$ cat config.mk
export PLATFORM = sky130hd
export DESIGN_NAME = acq_sample_readout_dio_regs
export DESIGN_NICKNAME = d
export VERILOG_FILES = /design/src/hw/acq_regs_pkg.sv /design/src/hw/sample_fifo.sv /design/src/hw/acq_sample_readout_dio_regs.sv
export SDC_FILE = /design/constraint.sdc
export NUM_CORES = 1
export LEC_CHECK = 0
export BUFFER_PORTS_ARGS = -buffer_cell sky130_fd_sc_hd__buf_2
export CAP_MARGIN = 10
export CELL_PAD_IN_SITES_DETAIL_PLACEMENT = 0
export CELL_PAD_IN_SITES_GLOBAL_PLACEMENT = 1
export CORE_MARGIN = 2
export CORE_UTILIZATION = 44
export DETAILED_ROUTE_END_ITERATION = 8
export HOLD_SLACK_MARGIN = 0.05
export PLACE_DENSITY_LB_ADDON = 0.12
export SLEW_MARGIN = 5
export SYNTH_ARGS = -nofsm -noshare
export SYNTH_HDL_FRONTEND = slang
export SYNTH_SLANG_ARGS = --single-unit
$ cat constraint.sdc
create_clock -name ref_clk -period 3.5 [get_ports ref_clk]
set_clock_uncertainty 0.1 [all_clocks]
set_input_delay 0.175 -clock ref_clk [delete_from_list [all_inputs] [get_ports ref_clk]]
set_output_delay 0.175 -clock ref_clk [all_outputs]
set_load 0.01 [all_outputs]
$ cat src/hw/acq_regs_pkg.sv
// Package: offsets, field positions, reset values and carriers for the
// sample readout, front-end control and digital port register block.
// Assumes a 32-bit register access port with byte offsets.
package acq_regs_pkg;

  // Register byte offsets
  localparam logic [7:0] OFF_SAMPLE_READOUT   = 8'h30;
  localparam logic [7:0] OFF_FE_CTRL_LOW      = 8'h38;
  localparam logic [7:0] OFF_FE_CTRL_HIGH     = 8'h3C;
  localparam logic [7:0] OFF_IRQ_STATUS       = 8'h40;
  localparam logic [7:0] OFF_DIGITAL_LEVELS   = 8'h44;
  localparam logic [7:0] OFF_DIGITAL_DIR_ALT  = 8'h48;

  // Sample readout word fields
  localparam int SAMPLE_INVALID_BIT = 31;
  localparam int SAMPLE_RUNNING_BIT = 30;
  localparam int SAMPLE_SRC_LSB     = 20;
  localparam int SAMPLE_DIFF_BIT    = 19;
  localparam int SAMPLE_GAIN_LSB    = 16;
  localparam int SAMPLE_COUNTS_LSB  = 0;

  // Front-end control writable bits: config, go, input, com, gain,
  // mux, sequencer, temperature, cms
  localparam logic [31:0] FE_CTRL_WRITE_MASK = 32'h0003_7BFA;
  localparam logic [31:0] FE_CTRL_RESET      = 32'h0000_0000;

  // Digital port direction and secondary function bits
  localparam int DIR_LINE_ZERO_BIT      = 0;
  localparam int DIR_LINE_ONE_BIT       = 1;
  localparam int START_ENABLE_BIT       = 18;
  localparam int START_EDGE_BIT         = 19;
  localparam int IRQ_PIN_ENABLE_BIT     = 22;
  localparam int IRQ_PIN_EDGE_BIT       = 23;
  localparam logic [31:0] DIR_ALT_WRITE_MASK = 32'h00CC_0003;
  localparam logic [31:0] DIR_ALT_RESET      = 32'h0000_0000;
  localparam logic [1:0]  LEVELS_RESET       = 2'h0;

  // Status bits latched by the secondary pin functions
  localparam int STATUS_EXT_IRQ_BIT    = 16;
  localparam int STATUS_CONV_START_BIT = 17;

  // Answer to an unmapped offset
  localparam logic [31:0] UNMAPPED_READ = 32'h0000_0000;

  // One converted sample with its status
  typedef struct packed {
    logic [2:0]  sample_source_input;
    logic        diff;
    logic [2:0]  sample_gain_code;
    logic [15:0] counts;
  } sample_t;

  // Decoded front-end control fields
  typedef struct packed {
    logic       config_en;
    logic       go;
    logic [2:0] input_sel;
    logic       com;
    logic [2:0] gain;
    logic       mux_n;
    logic [1:0] seq;
    logic       temp_n;
    logic       cms;
  } fe_ctrl_t;

endpackage

$ cat src/hw/sample_fifo.sv
// Sample FIFO: parameterised width and depth, valid/ready on both sides.
// Assumes one clock and an active-low asynchronous reset.
`timescale 1ns/1ps
module sample_fifo #(
  parameter int WIDTH = 23,
  parameter int DEPTH = 8
) (
  input  wire logic             ref_clk,
  input  wire logic             rst_n,
  input  wire logic             in_valid,
  output logic                  in_ready,
  input  wire logic [WIDTH-1:0] in_data,
  output logic                  out_valid,
  input  wire logic             out_ready,
  output logic [WIDTH-1:0]      out_data,
  output logic [$clog2(DEPTH):0] level
);
  localparam int PW = $clog2(DEPTH);

  logic [WIDTH-1:0] mem [DEPTH];
  logic [PW-1:0]    wr_ptr_reg;
  logic [PW-1:0]    rd_ptr_reg;
  logic [PW:0]      count_reg;
  logic             push;
  logic             pop;

  // Honest full and empty from the entry count
  assign in_ready  = (count_reg != DEPTH[PW:0]);
  assign out_valid = (count_reg != '0);
  assign push      = in_valid && in_ready;
  assign pop       = out_valid && out_ready;
  assign out_data  = mem[rd_ptr_reg];
  assign level     = count_reg;

  // Storage write
  always_ff @(posedge ref_clk) begin
    if (push) begin
      mem[wr_ptr_reg] <= in_data;
    end
  end

  // Pointers wrap at the depth
  always_ff @(posedge ref_clk or negedge rst_n) begin
    if (!rst_n) begin
      wr_ptr_reg <= '0;
      rd_ptr_reg <= '0;
    end else begin
      if (push) begin
        wr_ptr_reg <= (wr_ptr_reg == PW'(DEPTH - 1)) ? '0 : PW'(wr_ptr_reg + 1'b1);
      end
      if (pop) begin
        rd_ptr_reg <= (rd_ptr_reg == PW'(DEPTH - 1)) ? '0 : PW'(rd_ptr_reg + 1'b1);
      end
    end
  end

  // Entry count
  always_ff @(posedge ref_clk or negedge rst_n) begin
    if (!rst_n) begin
      count_reg <= '0;
    end else if (push && !pop) begin
      count_reg <= (PW+1)'(count_reg + 1'b1);
    end else if (pop && !push) begin
      count_reg <= (PW+1)'(count_reg - 1'b1);
    end
  end

endmodule

$ cat src/hw/acq_sample_readout_dio_regs.sv
// Register block: sample readout word, two front-end control registers,
// two-line digital port and the secondary pin functions.
// Assumes a simple 32-bit register port decoded from host memory space,
// a sample stream from the converter side and synchronous pin inputs.
`timescale 1ns/1ps
module acq_sample_readout_dio_regs #(
  parameter int FIFO_DEPTH = 8
) (
  input  wire logic                       ref_clk,
  input  wire logic                       rst_n,
  // Register access port
  input  wire logic                       reg_rd,
  input  wire logic                       reg_wr,
  input  wire logic [7:0]                 reg_addr,
  input  wire logic [31:0]                reg_wdata,
  output logic [31:0]                     reg_rdata,
  output logic                            reg_rvalid,
  // Sample stream from the converters
  input  wire logic                       sample_valid,
  output logic                            sample_ready,
  input  wire acq_regs_pkg::sample_t      sample_data,
  input  wire logic                       seq_running,
  // Front-end control towards the two converters
  output acq_regs_pkg::fe_ctrl_t          fe_ctrl_low,
  output acq_regs_pkg::fe_ctrl_t          fe_ctrl_high,
  // Digital port lines
  input  wire logic                       digital_line_zero_in,
  output logic                            digital_line_zero_out,
  output logic                            digital_line_zero_oe,
  input  wire logic                       digital_line_one_in,
  output logic                            digital_line_one_out,
  output logic                            digital_line_one_oe,
  // Secondary function inputs and their events
  input  wire logic                       irq_input_line,
  input  wire logic                       conv_start_input_line,
  output logic                            ext_irq_event,
  output logic                            conv_start_event,
  output logic                            ext_irq_status_bit,
  output logic                            conv_start_status_bit
);

  localparam int SW = $bits(acq_regs_pkg::sample_t);

  // Address decode strobes
  logic rd_readout;
  logic wr_fe_low;
  logic wr_fe_high;
  logic wr_status;
  logic wr_levels;
  logic wr_dir_alt;

  // Register state
  logic [31:0] fe_ctrl_reg [2];
  logic [1:0]  levels_reg;
  logic [31:0] dir_alt_reg;
  logic        ext_irq_status_reg;
  logic        conv_start_status_reg;
  logic [31:0] rdata_reg;
  logic [31:0] rdata_next;
  logic        rvalid_reg;

  // Pin history for edge detection
  logic irq_line_prev_reg;
  logic start_line_prev_reg;
  logic irq_edge;
  logic start_edge;

  // FIFO head
  logic                  head_valid;
  acq_regs_pkg::sample_t head_data;
  logic [SW-1:0]         head_bits;
  logic                  pop;

  // Readout word pieces
  logic [31:0] readout_word;
  logic [1:0]  dir_bits;
  logic [1:0]  pin_bits;
  logic [1:0]  levels_read;

  // Strobes for each register
  assign rd_readout = reg_rd && (reg_addr == acq_regs_pkg::OFF_SAMPLE_READOUT);
  assign wr_fe_low  = reg_wr && (reg_addr == acq_regs_pkg::OFF_FE_CTRL_LOW);
  assign wr_fe_high = reg_wr && (reg_addr == acq_regs_pkg::OFF_FE_CTRL_HIGH);
  assign wr_status  = reg_wr && (reg_addr == acq_regs_pkg::OFF_IRQ_STATUS);
  assign wr_levels  = reg_wr && (reg_addr == acq_regs_pkg::OFF_DIGITAL_LEVELS);
  assign wr_dir_alt = reg_wr && (reg_addr == acq_regs_pkg::OFF_DIGITAL_DIR_ALT);

  // Sample buffer between converter stream and readout register
  sample_fifo #(
    .WIDTH (SW),
    .DEPTH (FIFO_DEPTH)
  ) u_fifo (
    .ref_clk   (ref_clk),
    .rst_n     (rst_n),
    .in_valid  (sample_valid),
    .in_ready  (sample_ready),
    .in_data   (sample_data),
    .out_valid (head_valid),
    .out_ready (pop),
    .out_data  (head_bits),
    .level     ()
  );

  assign head_data = acq_regs_pkg::sample_t'(head_bits);

  // Only a read that finds an entry consumes it
  assign pop = rd_readout && head_valid;

  // Readout word assembly
  always_comb begin
    readout_word = 32'h0000_0000;
    readout_word[acq_regs_pkg::SAMPLE_RUNNING_BIT] = seq_running;
    if (!head_valid) begin
      // Empty: only the flags carry meaning
      readout_word[acq_regs_pkg::SAMPLE_INVALID_BIT] = 1'b1;
    end else begin
      readout_word[acq_regs_pkg::SAMPLE_SRC_LSB +: 3] =
        head_data.sample_source_input;
      readout_word[acq_regs_pkg::SAMPLE_DIFF_BIT] = head_data.diff;
      // Reserved code six is passed on as taken, not filtered
      readout_word[acq_regs_pkg::SAMPLE_GAIN_LSB +: 3] =
        head_data.sample_gain_code;
      readout_word[acq_regs_pkg::SAMPLE_COUNTS_LSB +: 16] = head_data.counts;
    end
  end

  // Two front-end control banks of identical layout
  generate
    for (genvar b = 0; b < 2; b++) begin : g_fe_bank
      logic bank_wr;
      assign bank_wr = (b == 0) ? wr_fe_low : wr_fe_high;
      // Reserved bits are never stored, so they read back as zero
      always_ff @(posedge ref_clk or negedge rst_n) begin
        if (!rst_n) begin
          fe_ctrl_reg[b] <= acq_regs_pkg::FE_CTRL_RESET;
        end else if (bank_wr) begin
          fe_ctrl_reg[b] <= reg_wdata & acq_regs_pkg::FE_CTRL_WRITE_MASK;
        end
      end
    end
  endgenerate

  // Field view of each bank towards its converter
  function automatic acq_regs_pkg::fe_ctrl_t fe_fields(input logic [31:0] r);
    acq_regs_pkg::fe_ctrl_t f;
    f.config_en = r[17];
    f.go        = r[16];
    f.input_sel = r[14:12];
    f.com       = r[11];
    f.gain      = r[9:7];
    f.mux_n     = r[6];
    f.seq       = r[5:4];
    f.temp_n    = r[3];
    f.cms       = r[1];
    return f;
  endfunction

  // Low bank serves inputs 0 to 7, high bank inputs 8 to 15
  assign fe_ctrl_low  = fe_fields(fe_ctrl_reg[0]);
  assign fe_ctrl_high = fe_fields(fe_ctrl_reg[1]);

  // Output latch of the digital port
  always_ff @(posedge ref_clk or negedge rst_n) begin
    if (!rst_n) begin
      levels_reg <= acq_regs_pkg::LEVELS_RESET;
    end else if (wr_levels) begin
      levels_reg <= reg_wdata[1:0];
    end
  end

  // Direction and secondary function control
  always_ff @(posedge ref_clk or negedge rst_n) begin
    if (!rst_n) begin
      dir_alt_reg <= acq_regs_pkg::DIR_ALT_RESET;
    end else if (wr_dir_alt) begin
      dir_alt_reg <= reg_wdata & acq_regs_pkg::DIR_ALT_WRITE_MASK;
    end
  end

  assign dir_bits[0] = dir_alt_reg[acq_regs_pkg::DIR_LINE_ZERO_BIT];
  assign dir_bits[1] = dir_alt_reg[acq_regs_pkg::DIR_LINE_ONE_BIT];
  assign pin_bits    = {digital_line_one_in, digital_line_zero_in};

  // Lines drive the latch only while set as outputs
  assign digital_line_zero_oe  = dir_bits[0];
  assign digital_line_one_oe   = dir_bits[1];
  assign digital_line_zero_out = levels_reg[0];
  assign digital_line_one_out  = levels_reg[1];

  // Per line: latch for outputs, pin level for inputs
  assign levels_read = (levels_reg & dir_bits) | (pin_bits & ~dir_bits);

  // Previous pin samples for edge detection
  always_ff @(posedge ref_clk or negedge rst_n) begin
    if (!rst_n) begin
      irq_line_prev_reg   <= 1'b0;
      start_line_prev_reg <= 1'b0;
    end else begin
      irq_line_prev_reg   <= irq_input_line;
      start_line_prev_reg <= conv_start_input_line;
    end
  end

  // Edge choice per function: set rising, clear falling
  assign irq_edge = dir_alt_reg[acq_regs_pkg::IRQ_PIN_EDGE_BIT] ?
                    (irq_input_line && !irq_line_prev_reg) :
                    (!irq_input_line && irq_line_prev_reg);
  assign start_edge = dir_alt_reg[acq_regs_pkg::START_EDGE_BIT] ?
                      (conv_start_input_line && !start_line_prev_reg) :
                      (!conv_start_input_line && start_line_prev_reg);

  // Events only while the function is enabled
  assign ext_irq_event =
    irq_edge && dir_alt_reg[acq_regs_pkg::IRQ_PIN_ENABLE_BIT];
  assign conv_start_event =
    start_edge && dir_alt_reg[acq_regs_pkg::START_ENABLE_BIT];

  // Sticky status; a new edge wins over a write-one clear
  always_ff @(posedge ref_clk or negedge rst_n) begin
    if (!rst_n) begin
      ext_irq_status_reg <= 1'b0;
    end else if (ext_irq_event) begin
      ext_irq_status_reg <= 1'b1;
    end else if (wr_status && reg_wdata[acq_regs_pkg::STATUS_EXT_IRQ_BIT]) begin
      ext_irq_status_reg <= 1'b0;
    end
  end

  // Start status, same set-over-clear policy
  always_ff @(posedge ref_clk or negedge rst_n) begin
    if (!rst_n) begin
      conv_start_status_reg <= 1'b0;
    end else if (conv_start_event) begin
      conv_start_status_reg <= 1'b1;
    end else if (wr_status && reg_wdata[acq_regs_pkg::STATUS_CONV_START_BIT]) begin
      conv_start_status_reg <= 1'b0;
    end
  end

  assign ext_irq_status_bit    = ext_irq_status_reg;
  assign conv_start_status_bit = conv_start_status_reg;

  // Read data selection
  always_comb begin
    rdata_next = acq_regs_pkg::UNMAPPED_READ;
    if (reg_addr == acq_regs_pkg::OFF_SAMPLE_READOUT) begin
      rdata_next = readout_word;
    end else if (reg_addr == acq_regs_pkg::OFF_FE_CTRL_LOW) begin
      rdata_next = fe_ctrl_reg[0];
    end else if (reg_addr == acq_regs_pkg::OFF_FE_CTRL_HIGH) begin
      rdata_next = fe_ctrl_reg[1];
    end else if (reg_addr == acq_regs_pkg::OFF_IRQ_STATUS) begin
      rdata_next[acq_regs_pkg::STATUS_EXT_IRQ_BIT]    = ext_irq_status_reg;
      rdata_next[acq_regs_pkg::STATUS_CONV_START_BIT] = conv_start_status_reg;
    end else if (reg_addr == acq_regs_pkg::OFF_DIGITAL_LEVELS) begin
      rdata_next[1:0] = levels_read;
    end else if (reg_addr == acq_regs_pkg::OFF_DIGITAL_DIR_ALT) begin
      rdata_next = dir_alt_reg;
    end
  end

  // Read answer one cycle after the request
  always_ff @(posedge ref_clk or negedge rst_n) begin
    if (!rst_n) begin
      rdata_reg  <= 32'h0000_0000;
      rvalid_reg <= 1'b0;
    end else begin
      rvalid_reg <= reg_rd;
      if (reg_rd) begin
        rdata_reg <= rdata_next;
      end
    end
  end

  assign reg_rdata  = rdata_reg;
  assign reg_rvalid = rvalid_reg;

endmodule

### Yosys cells after proc, flatten, opt, wreduce, memory -nomap -nowiden

Memory sizes are Yosys's and may differ from the RTL's.
Cells that the tools add are included.

| cells by class | value |
|---|---|
| add/sub/neg operators | 4 |
| eq/ne operators | 9 |
| multiplexer cells | 23 |
| bitwise gates (word level) | 4 |
| reduce and logical (&&, ||, !) cells | 29 |

Operator list:

| operator | count |
|---|---|
| two-way mux 32 bit | 3 |
| == test 8 x 6 -> 1 bit, second input constant | 3 |
| == test 8 x 7 -> 1 bit, second input constant | 3 |
| two-way mux 24 bit | 1 |
| two-way mux 23 bit | 1 |
| two-way mux 22 bit | 1 |
| logical AND 1 bit | 19 |
| two-way mux 16 bit | 1 |
| two-way mux 14 bit | 1 |
| two-way mux 1 bit | 9 |
| two-way mux 4 bit | 2 |
| adder 3 x 1 -> 3 bit, second input constant | 2 |
| == test 3 bit, second input constant | 2 |
| zero test 1 bit | 6 |
| two-way mux 3 bit | 2 |
| nonzero test 2 bit | 3 |
| adder 4 x 1 -> 4 bit, second input constant | 1 |
| bitwise AND 2 bit | 2 |
| two-way mux 2 bit | 2 |
| inequality test 4 bit, second input constant | 1 |
| nonzero test 4 bit | 1 |
| subtractor 4 x 1 -> 4 bit, second input constant | 1 |
| NOT 2 bit | 1 |
| OR 2 bit | 1 |

| storage, ports and cells | value |
|---|---|
| register bits | 83 |
| memory bits (writable) | 184 |
| logic and storage cells | 83 |
| memories kept | 1 |

Memory list:

| name | depth | width | read ports | clocked after memory_dff | wr ports | line | RTL |
|---|---|---|---|---|---|---|---|
| u_fifo.mem | 8 | 23 | 1 | 0 | 1 | sample_fifo.sv:20 | `logic [WIDTH-1:0] mem [DEPTH];` |

### Depth between registers and ports, before layout

Gate-level depths: netlist (run 1).

| logic depth | value |
|---|---|
| depth in word-level cells | 8 |
| mapped depth | 12 |
| mapped depth without buffers | 10 |

### Modules after synthesis

A second synthesis (run 1) with hierarchy kept.

| unflattened totals | value |
|---|---|
| cells, all modules | 596 |
| area, all modules | 10687.8 µm² |

By module, submodules not included:

| module | instances | cells each | area each (µm²) |
|---|---|---|---|
| sample_fifo | 1 | 332 | 7613.6 |
| acq_sample_readout_dio_regs | 1 | 264 | 3074.2 |

### Worst setup path before layout (run 1)

No wires, ideal clock.

| timing path | value |
|---|---|
| path type | reg-to-reg |
| from | register u_fifo.count_reg[3] (netlist: u_fifo.level[3]) |
| to | memory u_fifo.mem[0][0] (enable) |
| library setup time | 0.461 ns |
| arrival time | 3.022 ns |
| data required time | 2.939 ns |
| setup slack | -0.083 ns |
| cell stages (with the launch flop) | 4 |
| clock period less this slack | 3.583 ns |
| cells stage by stage | dfrtp_1 > or4b_2 > nand2_1 > nor4_1 |

| between the ends | value |
|---|---|
| word-level cells in the longest chain between the ends | 4 |

Ends and longest elaborated chain:

| item | line | RTL |
|---|---|---|
| from (decl) | sample_fifo.sv:23 | `logic [PW:0] count_reg;` |
| from (signal assigned) | sample_fifo.sv:62 | `count_reg <= (PW+1)'(count_reg + 1'b1);` |
| from (signal assigned) | sample_fifo.sv:64 | `count_reg <= (PW+1)'(count_reg - 1'b1);` |
| inequality test 4 bit | sample_fifo.sv:28 | `assign in_ready = (count_reg != DEPTH[PW:0]);` |
| via sample_ready | acq_sample_readout_dio_regs.sv:20 | `output logic sample_ready,` |
| logical AND 1 bit | sample_fifo.sv:30 | `assign push = in_valid && in_ready;` |
| two-way mux 1 bit | sample_fifo.sv:37 | `if (push) begin` |
| two-way mux 1 bit (not written as such) | sample_fifo.sv:38 | `mem[wr_ptr_reg] <= in_data;` |
| to (decl) | sample_fifo.sv:20 |  |

The timed path passes the listed nets, and every way through them passes these cells.

### Worst setup path after layout (run 1)

| timing path | value |
|---|---|
| from | input reg_addr[3] |
| to | register u_fifo.count_reg[3] (netlist: u_fifo.level[3]) |

| between the ends | value |
|---|---|
| word-level cells in the longest chain between the ends | 7 |

Ends and longest elaborated chain:

| item | line | RTL |
|---|---|---|
| from (decl) | acq_sample_readout_dio_regs.sv:14 | `input wire logic [7:0] reg_addr,` |
| == test 8 x 6 -> 1 bit (*) | acq_sample_readout_dio_regs.sv:81 | `assign rd_readout = reg_rd && (reg_addr == acq_regs_pkg::OFF_SAMPLE_READOUT);` |
| logical AND 1 bit (*) | acq_sample_readout_dio_regs.sv:81 |  |
| logical AND 1 bit (*) | acq_sample_readout_dio_regs.sv:107 | `assign pop = rd_readout && head_valid;` |
| logical AND 1 bit (*) | sample_fifo.sv:31 | `assign pop = out_valid && out_ready;` |
| zero test 1 bit | sample_fifo.sv:61 | `end else if (push && !pop) begin` |
| logical AND 1 bit | sample_fifo.sv:61 |  |
| two-way mux 4 bit or nonzero test 2 bit (tied branches) | -- |  |

Mark *: on every way between the ends. The rest lies on a longest branch, timed or not.
A chain may end at the register's enable or synchronous reset.

==> flow_metrics.tcl, run 1 <==
set metrics [dict create \
    synthFlopType "edfxtp_1" \
    cp_num_buf_inv 3 \
    multi_input_area_mm2 0.002892 \
    largest_register "u_fifo.mem" \
    ys_types 48 \
    h-tree-depth 1 \
    syn_area_mm2 0.01049 \
    tns_ns 0 \
    ys_ff_latch 261 \
    die-area_mm2 0.02510 \
    antenna_found_initial 0 \
    vias 5841 \
    grt_use_total_pct 18.29 \
    synth-async-reset-ratio_pct 29.50 \
    min_from "reg_addr[7]" \
    num_rows 56 \
    fin_nets 849 \
    synth_top_area_share_pct 52.66 \
    hold_end "reg_rdata[16]" \
    critPathLaunchType "input port" \
    synth_common_cells "184 x edfxtp_1, 77 x dfrtp_1, 51 x mux2_2" \
    required_ns 3.86 \
    timing.final.crit_share_pct 85.07 \
    die_x_um 158.4 \
    dp_hpwl_mm 13.85 \
    setup_slack_ns 0.5225 \
    post-place-cells 999 \
    path_class "in2reg" \
    cp_slowest_cell "or4_1" \
    ios 143 \
    r2r_slack_ns 0.67 \
    synth.most_common_cell "edfxtp_1" \
    drv_slew 0 \
    vias_per_cell 5.267 \
    wl_per_cell_um 20.58 \
    synthCells 569 \
    synth.avg_cell_area_um2 18.44 \
    grt_max_degree 78 \
    rr_worst_depth 10 \
    cts_tree "yes" \
    antenna_cells 0 \
    drtAntennaViolNets 0 \
    layout-drive-gt1-share_pct 37.72 \
    timing.rr.end "u_fifo.level[3]" \
    period_needed_ns 2.978 \
    grt_pass1_wl_mm 34.24 \
    synth-edff-count 184 \
    rsz0062_at_grt "false" \
    cts_buffers 28 \
    holdCritPathClass "in2reg" \
    die_h_um 158.4 \
    largest_reg_flops 184 \
    syn2layout_area_growth_pct 24.24 \
    num-fill-cells 1878 \
    grt.overflow.total 0 \
    seq_area_frac_synth_pct 71.02 \
    cts_setup_buffers 0 \
    power_leakage_nw 5.031 \
    clock_latency_ns 0.54 \
    initial_core_util_pct 44.70 \
    status "complete, no violations" \
    crit_path_frequent_cell "ha_1" \
    p_per_area_mw_per_mm2 592.6 \
    path_delay_family "simple AND/OR/NAND/NOR gates" \
    setup_viol 0 \
    critical_path.max_stage_delay_ns 0.56 \
    fmax_mhz 335.8 \
    wirelength_mm 22.82 \
    crit_arrival_ns 3.34 \
    clockRootBuffer "clkbuf_16" \
    fp.coreArea_mm2 0.02347 \
    grt_pass1_vias 5935 \
    cts.path.max_buffers 3 \
    synth_area_leader_cell "edfxtp_1" \
    portBuffers 123 \
    seq_area_mm2 0.007455 \
    gp_congestion 0.7772 \
    maxSlewHeadroom_pct 29.27 \
    timing.max_cap.violations 0 \
    drc_errors 0 \
    finalHoldViolCount 0 \
    dr.pass1.iters 4 \
    synth_area_leaders "edfxtp_1 53%, dfrtp_1 18%, mux4_2 9.9%" \
    cp_max_fo 10 \
    drtIter0Drc 432 \
    peakVddDrop_mv 0.2825 \
    clk_pin_slew_ns 0.06 \
    path_cells "dlygate4sd3_1 -> buf_2 -> or4b_4 -> or4_1 -> ha_1 -> inv_1 -> ha_1 -> a21o_1 -> a21oi_1 -> mux2i_1 -> xnor2_1" \
    whs_path_depth 5 \
    worst_slew_pin_slew_ns 1.061 \
    cp-end-kind "flop" \
    place_ws_ns 0.5346 \
    rr_startpoint "u_fifo.level[0]" \
    yosys_warnings 0 \
    final_cells 1109 \
    cts.sinks 261 \
]
==> worst min-delay path: cells and delay by family <==
kind / cells / cell delay, ns
AND/OR/NAND/NOR: 3 / 0.36
AO/OA/AOI/OAI: 1 / 0.08
buffers and inverters: 1 / 0.10
==> metal layers <==
| metal | global-route usage [%] | share of wire, % |
|---|---|---|
| met1 | 25.71 | 46 |
| met5 | 0 | 0 |
| met2 | 30.27 | 47 |
| met4 | 3.861 | 1.1 |
| met3 | 3.212 | 5.9 |
==> power by group <==
group          switching, mW  internal, mW  total [mW]
sequential             0.170          3.72        3.89
combinational          0.547         0.422       0.969
clock                   1.18          1.68        2.87
==> kinds of logic after synthesis <==
group	Yosys count	share of synthesized area [%]
compound gates	48	3.232
other cells	1	0.03574
flops	261	71.02
buf+inv	41	2.146
mux	125	18.11
fa+ha+maj	8	1.025
xor+xnor	3	0.2505
simple gates	82	4.174
==> layout make-up <==
class,count,area share [%]
flip-flops and latches,261,57.18
multi-input cells,272,22.18
well taps,319,3.062
clock buffers,33,5.759
inverters,6,0.1728
repair buffers,199,10.42
clock inverters,19,1.219
==> cells in the final DEF, fill, tap and decap left out, types with 9 or more instances in the layout <==
master,Yosys,layout
nand3_1,12,12
nor2_1,13,10
dfrtp_1,77,75
mux2i_1,26,26
mux2_2,51,51
mux4_2,46,46
buf_4,6,17
nand4_1,9,9
buf_2,6,122
o211ai_1,10,10
nand2_1,20,20
clkbuf_16,0,29
edfxtp_1,184,184
dlygate4sd3_1,0,58
==> worst max path at each step <==
| stage | endpoint | cells after the start | startpoint | slack [ns] |
|---|---|---|---|---|
| 6_report | u_fifo.level[3] | 11 | reg_addr[3] | 0.52 |
| 5_1_grt | u_fifo.level[3] | 11 | reg_addr[3] | 0.40 |
| 4_1_cts | u_fifo.level[3] | 11 | reg_addr[3] | 0.54 |
| 3_5_place_dp | u_fifo.level[3] | 10 | reg_addr[3] | 0.53 |
| 3_3_place_gp | u_fifo.level[3] | 10 | reg_addr[3] | 0.55 |
| 2_1_floorplan | u_fifo.mem[1][0] | 5 | u_fifo.level[3] | 0.35 |
==> what timing repair did <==
action | CTS | global route
hold buffers | 58 | 0
gates resized for setup | 0 | 0
setup endpoints to repair | 0 | 0
hold endpoints to repair | 314 | 0
==> metrics by stage <==
| step | instance area, µm² | utilization [%] | total power, mW | hold slack, ns |
|---|---|---|---|---|
| floorplan | 10520 | - | 4.465 | -0.2206 |
| global placement | 11550 | 49.19 | 4.847 | 0.2117 |
| CTS | 13040 | 55.54 | 7.823 | 0.1009 |
| global route | 13040 | 55.54 | 8.062 | 0.1342 |
| detailed placement | 11550 | 49.19 | 4.900 | 0.2199 |
| finish | 13040 | 55.54 | 7.725 | 0.1180 |
(Power assumes the default switching activity.)
==> inputs of run 2 (changes only) <==
Settings changed: CORE_UTILIZATION 44 to 46, CTS_BUF_LIST set to sky130_fd_sc_hd__clkbuf_2.
==> flow_metrics.tcl, run 2 (same netlist as run 1, synthesis figures left out) <==
set metrics [dict create \
    finalHoldViolCount 0 \
    setup_viol 0 \
    layout-drive-gt1-share_pct 39.34 \
    final_util_pct 58.75 \
    dr.pass1.iters 4 \
    internal-power_mw 4.951 \
    antenna_found_initial 1 \
    clk_pin_slew_ns 0.14 \
    timing.max_cap.violations 0 \
    status "complete, no violations" \
    setup_slack_ns 0.6434 \
    cts_tree "yes" \
    cts_resized 0 \
    drc_errors 0 \
    num_rows 55 \
    grt_pass1_wl_mm 36.98 \
    timing.final.crit_share_pct 81.62 \
    drtIter0Drc 267 \
    design_area_mm2 0.01322 \
    power_leakage_nw 5.290 \
    switchingPower_mw 1.928 \
    swShare_pct 28.02 \
    die-area_mm2 0.02403 \
    grt_pass1_vias 6852 \
    cts.sinks 261 \
    path_class "reg2reg" \
    die_h_um 155.0 \
    clkPwrFrac_pct 28.6 \
    portBuffers 123 \
    fmax_mhz 350.1 \
    wirelength_mm 23.98 \
    cp-end-kind "flop" \
    maxSlewHeadroom_pct 38.90 \
    clockRootBuffer "clkbuf_2" \
    cp_max_fo 5 \
    fin_nets 944 \
    fp.coreArea_mm2 0.02250 \
    ios 143 \
    cts.path.max_buffers 3 \
    rr_startpoint "u_fifo.level[0]" \
    mostFrequentLayoutCell "edfxtp_1" \
    vias_per_cell 5.251 \
    required_ns 4.09 \
    cts_buffers 70 \
    clock_latency_ns 0.77 \
    period_needed_ns 2.857 \
    die_x_um 155.0 \
    initial_core_util_pct 46.63 \
    tns_ns 0 \
    cts_setup_buffers 0 \
    grt.overflow.total 0 \
    peakVddDrop_mv 0.2238 \
    place_ws_ns 0.5078 \
    syn2layout_area_growth_pct 26.00 \
    final_cell_mix "184 x edfxtp_1, 122 x buf_2, 110 x dlygate4sd3_1, 101 x clkbuf_2, 75 x dfrtp_1" \
    rsz0062_at_grt "false" \
    pwr-share-comb_pct 14.9 \
    crit_arrival_ns 3.45 \
    seq_power_share_pct 56.5 \
    grt_use_total_pct 20.37 \
    largest_register "u_fifo.mem" \
    drtAntennaViolNets 0 \
    p_per_area_mw_per_mm2 520.3 \
    worst_slew_pin_slew_ns 0.9143 \
    holdCritPathClass "in2reg" \
    critPathLaunchType "flop" \
    dp_hpwl_mm 13.92 \
    place_area_mm2 0.01149 \
    largest_reg_flops 184 \
    worstSetupStartpoint "u_fifo.level[0]" \
    drv_slew 0 \
    vias 6306 \
    min_from "reg_wdata[0]" \
    grt_max_degree 78 \
    wl_per_cell_um 19.97 \
    gp_congestion 0.7603 \
    h-tree-depth 3 \
]
run 2: cell types whose count changed in the layout (fill, tap and decap cells not counted), sizes merged, moves of 2 or more:
cell and change:
dlygate4sd3 +52, clkbuf +68, bufinv -2, clkinvlp -2, clkinv +7
run 2: timing repair:
| action | in CTS | in global routing |
|---|---|---|
| hold endpoints to repair | 335 | 0 |
| setup endpoints to repair | 0 | 0 |
| hold buffers | 111 | 0 |
run 2: final cells by class:
class                           count  area, µm²
Fill cell                        1775       9283
Sequential cell                   261       7455
Multi-Input combinational cell    272       2892
Timing Repair Buffer              252       1894
Clock buffer                      101      505.5
Tap cell                          285      356.6
Clock inverter                     23      92.59
Inverter                            6      22.52
Antenna cell                        1      2.502
run 2: worst max-delay path, stage by stage (launching register included):
cell	delay (ns)
dfrtp_1	0.45
or4b_2	0.72
nand2_1	0.12
inv_1	0.08
ha_1	0.20
inv_1	0.14
ha_1	0.25
a21o_1	0.17
a21oi_1	0.18
mux2i_1	0.24
xnor2_1	0.14
run 2: power groups by stage:
stage / registers, mW / clock network (mW) / logic (mW)
after floorplan: 3.91 / 0 / 0.556
after global placement: 3.93 / 0 / 0.913
after detailed placement: 3.96 / 0 / 0.944
after CTS: 3.89 / 2.06 / 1.05
after global routing: 3.92 / 2.22 / 1.12
final: 3.89 / 1.97 / 1.02
run 2: stage by stage:
step	cells	total power [mW]	hold WS, ns
after floorplan	574	4.465	-0.2206
after global placement	965	4.839	0.2118
after detailed placement	965	4.903	0.2154
after CTS	1200	6.993	0.05090
after global routing	1201	7.262	0.08899
final	1201	6.879	0.09692
run 2: worst paths after layout:
check	slack (ns)	end	cells after the start
worst min register to register	0.39	reg_rdata[10]	1
max in group asynchronous	2.51	u_fifo.rd_ptr_reg[0]	4
worst max register to register	0.64	u_fifo.level[3]	10
min in group asynchronous	0.42	reg_rdata[16]	4
worst min-delay path	0.1	levels_reg[0]	3
worst max-delay path	0.64	u_fifo.level[3]	10
run 2: layer usage:
layer / global-route usage [%] / part of all wire [%]
met1: 26.55 / 44
met2: 33.46 / 48
met3: 4.735 / 5.8
met4: 8.025 / 2.2
met5: 0 / 0
